### src/verilog/status_word_cfg.svh
// constants for the status word and bank select block
`ifndef STATUS_WORD_CFG_SVH
`define STATUS_WORD_CFG_SVH
`define SW_ADDR_LO        12'hfb0
`define SW_ADDR_HI        12'hfb1
`define SW_BIT_MBE        7
`define SW_BIT_RBE        6
`define SW_BIT_IST_HI     5
`define SW_BIT_IST_LO     4
`define SW_BIT_CARRY      3
`define SW_BIT_SK2        2
`define SW_BIT_SK1        1
`define SW_BIT_SK0        0
`define VEC_BIT_MBE       7
`define VEC_BIT_RBE       6
`define FIXED_BANK        4'h0
`define MBS_RESET         4'h0
`define RBS_RESET         4'h0
`define IST_LEVEL0        2'h0
`define IST_LEVEL1        2'h1
`define IST_LEVEL2        2'h2
`define MEM_BANK_TOP      4'hf
`endif

### src/verilog/status_word_pkg.sv
// types for the status word and bank select block
package status_word_pkg;
  typedef enum logic [3:0] {
    op_none,
    op_carry_set,
    op_carry_clr,
    op_carry_not,
    op_carry_skip,
    op_carry_arith,
    op_bit_load,
    op_bit_store,
    op_bit_and,
    op_bit_or,
    op_bit_xor
  } carry_op_e;
  typedef enum logic [2:0] {
    ev_none,
    ev_call,
    ev_ret,
    ev_irq,
    ev_return_from_interrupt,
    ev_reset_vec
  } flow_event_e;
endpackage

### src/verilog/status_word_and_bank_select.sv
// status word, carry bit accumulator and bank select registers
`timescale 1ns/1ns
`include "status_word_cfg.svh"
module status_word_and_bank_select (
  // clock and reset
  input  wire logic                       ref_clk,
  input  wire logic                       reset_n,
  // vector byte for reset and vectored interrupts
  input  wire logic [7:0]                 vector_byte,
  // carry operations
  input  wire status_word_pkg::carry_op_e carry_op,
  input  wire logic                       arith_carry,
  input  wire logic                       mem_bit_in,
  // skip flags from the sequencer
  input  wire logic                       skip_load,
  input  wire logic [2:0]                 skip_in,
  // control flow events and stack data
  input  wire status_word_pkg::flow_event_e flow_event,
  input  wire logic [7:0]                 stack_in,
  // data memory writes to the status word
  input  wire logic                       mem_wr,
  input  wire logic [11:0]                mem_addr,
  input  wire logic [3:0]                 mem_wdata,
  // bank select instructions
  input  wire logic                       sel_mem_bank,
  input  wire logic                       sel_reg_bank,
  input  wire logic [3:0]                 bank_arg,
  input  wire logic                       pop_bank_select,
  // outputs
  output logic [7:0]                      status_word,
  output logic [7:0]                      status_push,
  output logic [7:0]                      bank_select,
  output logic                            carry_flag,
  output logic                            carry_skip,
  output logic                            mem_bit_out,
  output logic [3:0]                      data_bank,
  output logic [1:0]                      reg_bank,
  output logic                            irq_any_ok,
  output logic                            irq_higher_ok,
  output logic                            level_illegal
);
  import status_word_pkg::*;

  logic       rst_meta_reg;
  logic       rst_sync_reg;
  logic       init_pend_reg;
  logic       carry_reg;
  logic [2:0] skip_reg;
  logic [1:0] level_reg;
  logic       mbe_reg;
  logic       rbe_reg;
  logic [3:0] mbs_reg;
  logic [3:0] rbs_reg;
  logic [1:0] level_next;
  logic [7:0] word_next;

  function automatic logic bank_ok(input logic [3:0] b);
    bank_ok = (b[3:2] == 2'h0) || (b == `MEM_BANK_TOP);
  endfunction

  function automatic logic [7:0] pack_word(input logic mem_bank_expand_en,
                                           input logic reg_bank_expand_en,
                                           input logic [1:0] lvl,
                                           input logic cy,
                                           input logic [2:0] sk);
    logic [7:0] w;
    w = 8'h00;
    w[`SW_BIT_MBE] = mem_bank_expand_en;
    w[`SW_BIT_RBE] = reg_bank_expand_en;
    w[`SW_BIT_IST_HI] = lvl[1];
    w[`SW_BIT_IST_LO] = lvl[0];
    w[`SW_BIT_CARRY] = cy;
    w[`SW_BIT_SK2] = sk[2];
    w[`SW_BIT_SK1] = sk[1];
    w[`SW_BIT_SK0] = sk[0];
    pack_word = w;
  endfunction

  always_ff @(posedge ref_clk or negedge reset_n) begin
    if (!reset_n) begin
      rst_meta_reg <= 1'b0;
      rst_sync_reg <= 1'b0;
    end else begin
      rst_meta_reg <= 1'b1;
      rst_sync_reg <= rst_meta_reg;
    end
  end

  // vector byte is sampled on the first clock after release
  always_ff @(posedge ref_clk or negedge rst_sync_reg) begin
    if (!rst_sync_reg)
      init_pend_reg <= 1'b1;
    else
      init_pend_reg <= 1'b0;
  end

  // carry: no reset, software must initialise it
  always_ff @(posedge ref_clk) begin
    if (flow_event == ev_irq || flow_event == ev_return_from_interrupt) begin
      if (flow_event == ev_return_from_interrupt)
        carry_reg <= stack_in[`SW_BIT_CARRY];
    end else begin
      case (carry_op)
        op_carry_set:   carry_reg <= 1'b1;
        op_carry_clr:   carry_reg <= 1'b0;
        op_carry_not:   carry_reg <= ~carry_reg;
        op_carry_arith: carry_reg <= arith_carry;
        op_bit_load:    carry_reg <= mem_bit_in;
        op_bit_and:     carry_reg <= carry_reg & mem_bit_in;
        op_bit_or:      carry_reg <= carry_reg | mem_bit_in;
        op_bit_xor:     carry_reg <= carry_reg ^ mem_bit_in;
        default:        carry_reg <= carry_reg;
      endcase
    end
  end

  // skip bits come from skip_in or the stack on return from interrupt, never from memory writes
  always_ff @(posedge ref_clk or negedge rst_sync_reg) begin
    if (!rst_sync_reg)
      skip_reg <= 3'h0;
    else if (flow_event == ev_return_from_interrupt)
      skip_reg <= stack_in[`SW_BIT_SK2:`SW_BIT_SK0];
    else if (skip_load)
      skip_reg <= skip_in;
  end

  always_comb begin
    level_next = level_reg;
    if (level_reg != `IST_LEVEL2)
      level_next = level_reg + 2'h1;
  end

  // level field: the only part of fb0 reachable by memory writes
  always_ff @(posedge ref_clk or negedge rst_sync_reg) begin
    if (!rst_sync_reg)
      level_reg <= `IST_LEVEL0;
    else if (flow_event == ev_irq)
      level_reg <= level_next;
    else if (flow_event == ev_return_from_interrupt)
      level_reg <= stack_in[`SW_BIT_IST_HI:`SW_BIT_IST_LO];
    else if (mem_wr && mem_addr == `SW_ADDR_LO)
      level_reg <= mem_wdata[1:0];
  end

  always_ff @(posedge ref_clk or negedge rst_sync_reg) begin
    if (!rst_sync_reg) begin
      mbe_reg <= 1'b0;
      rbe_reg <= 1'b0;
    end else if (init_pend_reg || flow_event == ev_reset_vec ||
                 flow_event == ev_irq) begin
      mbe_reg <= vector_byte[`VEC_BIT_MBE];
      rbe_reg <= vector_byte[`VEC_BIT_RBE];
    end else if (flow_event == ev_ret || flow_event == ev_return_from_interrupt) begin
      mbe_reg <= stack_in[`SW_BIT_MBE];
      rbe_reg <= stack_in[`SW_BIT_RBE];
    end
  end

  // fb1 ignores memory writes entirely
  always_ff @(posedge ref_clk or negedge rst_sync_reg) begin
    if (!rst_sync_reg)
      mbs_reg <= `MBS_RESET;
    else if (pop_bank_select)
      mbs_reg <= stack_in[7:4];
    else if (sel_mem_bank && bank_ok(bank_arg))
      mbs_reg <= bank_arg;
  end

  always_ff @(posedge ref_clk or negedge rst_sync_reg) begin
    if (!rst_sync_reg)
      rbs_reg <= `RBS_RESET;
    else if (pop_bank_select)
      rbs_reg <= stack_in[3:0];
    else if (sel_reg_bank && bank_arg[3:2] == 2'h0)
      rbs_reg <= bank_arg;
  end

  always_comb begin
    word_next = pack_word(mbe_reg, rbe_reg, level_reg, carry_reg, skip_reg);
  end

  // registered outputs, one cycle behind state
  always_ff @(posedge ref_clk or negedge rst_sync_reg) begin
    if (!rst_sync_reg) begin
      status_word   <= 8'h00;
      status_push   <= 8'h00;
      bank_select   <= 8'h00;
      carry_flag    <= 1'b0;
      carry_skip    <= 1'b0;
      mem_bit_out   <= 1'b0;
      data_bank     <= `FIXED_BANK;
      reg_bank      <= 2'h0;
      irq_any_ok    <= 1'b1;
      irq_higher_ok <= 1'b1;
      level_illegal <= 1'b0;
    end else begin
      status_word <= word_next;
      if (flow_event == ev_irq)
        status_push <= word_next;
      else
        status_push <= {mbe_reg, rbe_reg, 6'h00};
      bank_select <= {mbs_reg, rbs_reg};
      carry_flag  <= carry_reg;
      carry_skip  <= (carry_op == op_carry_skip) && carry_reg;
      mem_bit_out <= carry_reg;
      data_bank   <= mbe_reg ? mbs_reg : `FIXED_BANK;
      reg_bank    <= rbe_reg ? rbs_reg[1:0] : 2'h0;
      irq_any_ok    <= (level_reg == `IST_LEVEL0);
      irq_higher_ok <= (level_reg == `IST_LEVEL0) ||
                       (level_reg == `IST_LEVEL1);
      level_illegal <= (level_reg == 2'h3);
    end
  end
endmodule // status_word_and_bank_select

### config.mk
export PLATFORM = sky130hd
export DESIGN_NAME = status_word_and_bank_select
export DESIGN_NICKNAME = d
export VERILOG_FILES = /design/src/verilog/status_word_pkg.sv /design/src/verilog/status_word_and_bank_select.sv
export VERILOG_INCLUDE_DIRS = /design/src /design/src/verilog
export SDC_FILE = /design/constraint.sdc
export NUM_CORES = 1
export LEC_CHECK = 0
export BUFFER_PORTS_ARGS = -buffer_cell sky130_fd_sc_hd__buf_4
export CAP_MARGIN = 20
export CORE_MARGIN = 4
export CORE_UTILIZATION = 50
export DETAILED_ROUTE_END_ITERATION = 12
export HOLD_SLACK_MARGIN = 0.1
export PLACE_DENSITY = 0.84
export SYNTH_ARGS = -nofsm -noshare
export SYNTH_HDL_FRONTEND = slang
export SYNTH_SLANG_ARGS = --single-unit
export TNS_END_PERCENT = 20
### constraint.sdc
create_clock -name ref_clk -period 3.3 [get_ports ref_clk]
set_input_delay 0.66 -clock ref_clk [delete_from_list [all_inputs] [get_ports ref_clk]]
set_output_delay 0.66 -clock ref_clk [all_outputs]
set_load 0.01 [all_outputs]
==> results.json <==
{
  "status": "finished clean",
  "clock_sinks": 51,
  "htreeDepth": 2,
  "synthMostInstantiatedCell": "dfrtp_1",
  "layout-drive-gt1-share_pct": 39.15,
  "post_cts.resized_instances": 0,
  "drt-total-wl_um": 4309,
  "power_frac_comb_pct": 20.4,
  "p_sw_uw": 354.7,
  "peakVddDrop_v": 0.0002350,
  "synthCells": 173,
  "layout_setup_ws_ns": 1.501,
  "cp_max_fo": 3,
  "grt-ovfl-total": 0,
  "cts_setup_buffers": 0,
  "slew_violations": 0,
  "clockRootBuffer": "clkbuf_8",
  "synthTopCellsByArea": "dfrtp_1 57%, mux2i_1 5.3%, and2_1 3.9%, dfstp_2 3.8%, ha_1 3.6%",
  "slew_headroom_pct": 62.39,
  "worst_r2r_startpoint": "carry_reg",
  "top_register": "bank_select",
  "critPathRequiredTime_ns": 3.47,
  "drtPass1Iterations": 4,
  "gp_congestion": 0.7280,
  "cp.arrival_ns": 1.97,
  "worst_pin_slew_ns": 0.5617,
  "switching_share_pct": 26.12,
  "clock_latency_ns": 0.30,
  "drt-wirelength-per-cell_um": 13.99,
  "route.detailed.drc": 0,
  "dp_hpwl_um": 3315,
  "port_buffers": 82,
  "max_freq_mhz": 555.9,
  "fp.dieH_um": 72.34,
  "grt_use_total_pct": 17.25,
  "p_per_area_nw_per_um2": 482.9,
  "grt_start_max_net_pins": 49,
  "crit_type": "input port to flip-flop",
  "final.min_clock_period_ns": 1.799,
  "antenna_cells": 0,
  "largest_reg_flops": 8,
  "reg2reg_depth": 5,
  "cts_tree": "yes",
  "setup_viol": 0,
  "endpoint_kind": "flip-flop",
  "power_frac_clock_pct": 24.5,
  "clkSlewWorstSetupHoldPaths_ns": 0.09,
  "initial_core_util_pct": 51.74,
  "fin_nets": 318,
  "avgSynthCellArea_sq_um": 11.96,
  "vias": 1518,
  "intPower_mw": 1.003,
  "synth_seq_cells": 51,
  "top_regs": "bank_select x8, status_push x7, status_word x7",
  "seq_power_share_pct": 55.2,
  "r2r_slack_ns": 1.79,
  "synth_area_leader_cell": "dfrtp_1",
  "async_flop_share_pct": 98.04,
  "num_rows": 23,
  "cts-buffers-inserted": 5,
  "fp.dieW_um": 72.34,
  "synth_top_flop_cell": "dfrtp_1",
  "seq_area_frac_synth_pct": 62.09,
  "hold_class": "input port to async pin",
  "num_io_pins": 91,
  "start_kind": "input port",
  "syn2layout_area_growth_pct": 35.91,
  "core_area_sq_um": 4000,
  "maxCapViolCount": 0,
  "worstReg2RegEnd": "carry_reg",
  "synth.distinct_cells": 38,
  "rsz0062_at_grt": "false",
  "netlist_top_cells_count": "47 x dfrtp_1, 19 x nand2_1, 14 x o21ai_1",
  "cts_buffer_depth": 2,
  "post-route-period-util_pct": 54.51,
  "grt_pass1_wl_um": 6989,
  "synth_edf_count": 1,
  "ant_nets": 0,
  "dp_worst_setup_slack_ns": 1.175,
  "syn_area_sq_um": 2069,
  "power_leakage_nw": 1.438,
  "skew_ns": 0.008090,
  "hold_buffers": 0,
  "tns_ns": 0,
  "drt-vias-per-instance": 4.929,
  "synth_top_area_share_pct": 56.83,
  "die_area_sq_um": 5232,
  "grt_pass1_vias": 1608,
  "ys_warn_count": 0,
  "power_mw": 1.358,
  "synth_nets": 234,
  "hold_violations": 0,
  "first_iter_violations": 69,
  "antenna_found_initial": 0
}
## routing by layer
layer	GRT usage [%]	vias to the layer above	part of all wire (%)
li1	-	747	-
met1	21.01	707	40
met2	29.73	58	50
met3	4.155	6	8.2
met4	6.263	0	1.5
met5	0	-	0
## cell usage in the layout, fill, tap and decap left out, drive strengths merged, types with 2 or more instances in the layout
| cell type | n |
|---|---|
| conb | 2 |
| dfrtp | 47 |
| a21oi | 4 |
| nor3b | 3 |
| nor2 | 9 |
| clkbuf | 7 |
| buf | 83 |
| dfstp | 3 |
| nand2 | 20 |
| or2 | 3 |
| a221oi | 2 |
| o21ai | 19 |
| ha | 6 |
| and3 | 2 |
| mux2i | 11 |
| inv | 7 |
| and2 | 13 |
## power groups by stage
stage,combinational (mW),sequential [mW],clock [mW]
global route,0.306,0.759,0.372
detailed placement,0.268,0.770,0
floorplan,0.102,0.780,0
CTS,0.271,0.757,0.346
finish,0.277,0.749,0.332
global placement,0.261,0.766,0
## worst max-delay path by stage
stage	start	end	slack, ns	depth (start not counted)
final	mem_addr[1]	level_reg[1]	1.50	5
after global routing	mem_addr[1]	level_reg[1]	1.47	5
after CTS	mem_addr[1]	level_reg[1]	1.50	5
after detailed placement	mem_addr[1]	level_reg[1]	1.18	5
after global placement	mem_addr[1]	level_reg[1]	1.20	5
after floorplan	mem_addr[1]	level_reg[1]	1.36	4
## cells by family after synthesis
kind of cell    after synthesis  synth area share, %
xor+xnor                      1               0.4233
compound gates               31                9.009
mux                          11                5.321
flops                        51                62.09
simple gates                 58                16.08
fa+ha+maj                     6                3.627
buf+inv                      13                3.084
other cells                   2               0.3629
## metrics by stage
step,hold WS (ns),util [%],cells,instance area (sq um)
5_1_grt,0.1123,70.32,308,2813
2_1_floorplan,0.3312,-,173,2069
6_report,0.1287,70.32,308,2813
4_1_cts,0.1183,69.82,307,2793
3_3_place_gp,0.3339,67.78,299,2711
3_5_place_dp,0.3581,67.78,299,2711
## critical path, cell delays in order
cell	delay, ns
buf_4	0.11
or4_4	0.54
nor4_4	0.34
mux2i_1	0.25
a221oi_2	0.07
## final cells by class
| class | count | area [sq um] |
|---|---|---|
| multi-input combinational | 109 | 720.7 |
| fill | 301 | 1187 |
| timing repair buffer | 83 | 635.6 |
| tap | 50 | 62.56 |
| clock buffer | 7 | 76.32 |
| clock inverter | 1 | 5.005 |
| inverter | 7 | 26.28 |
| sequential | 51 | 1286 |
Note: power is estimated with default switching activity, not from simulation.
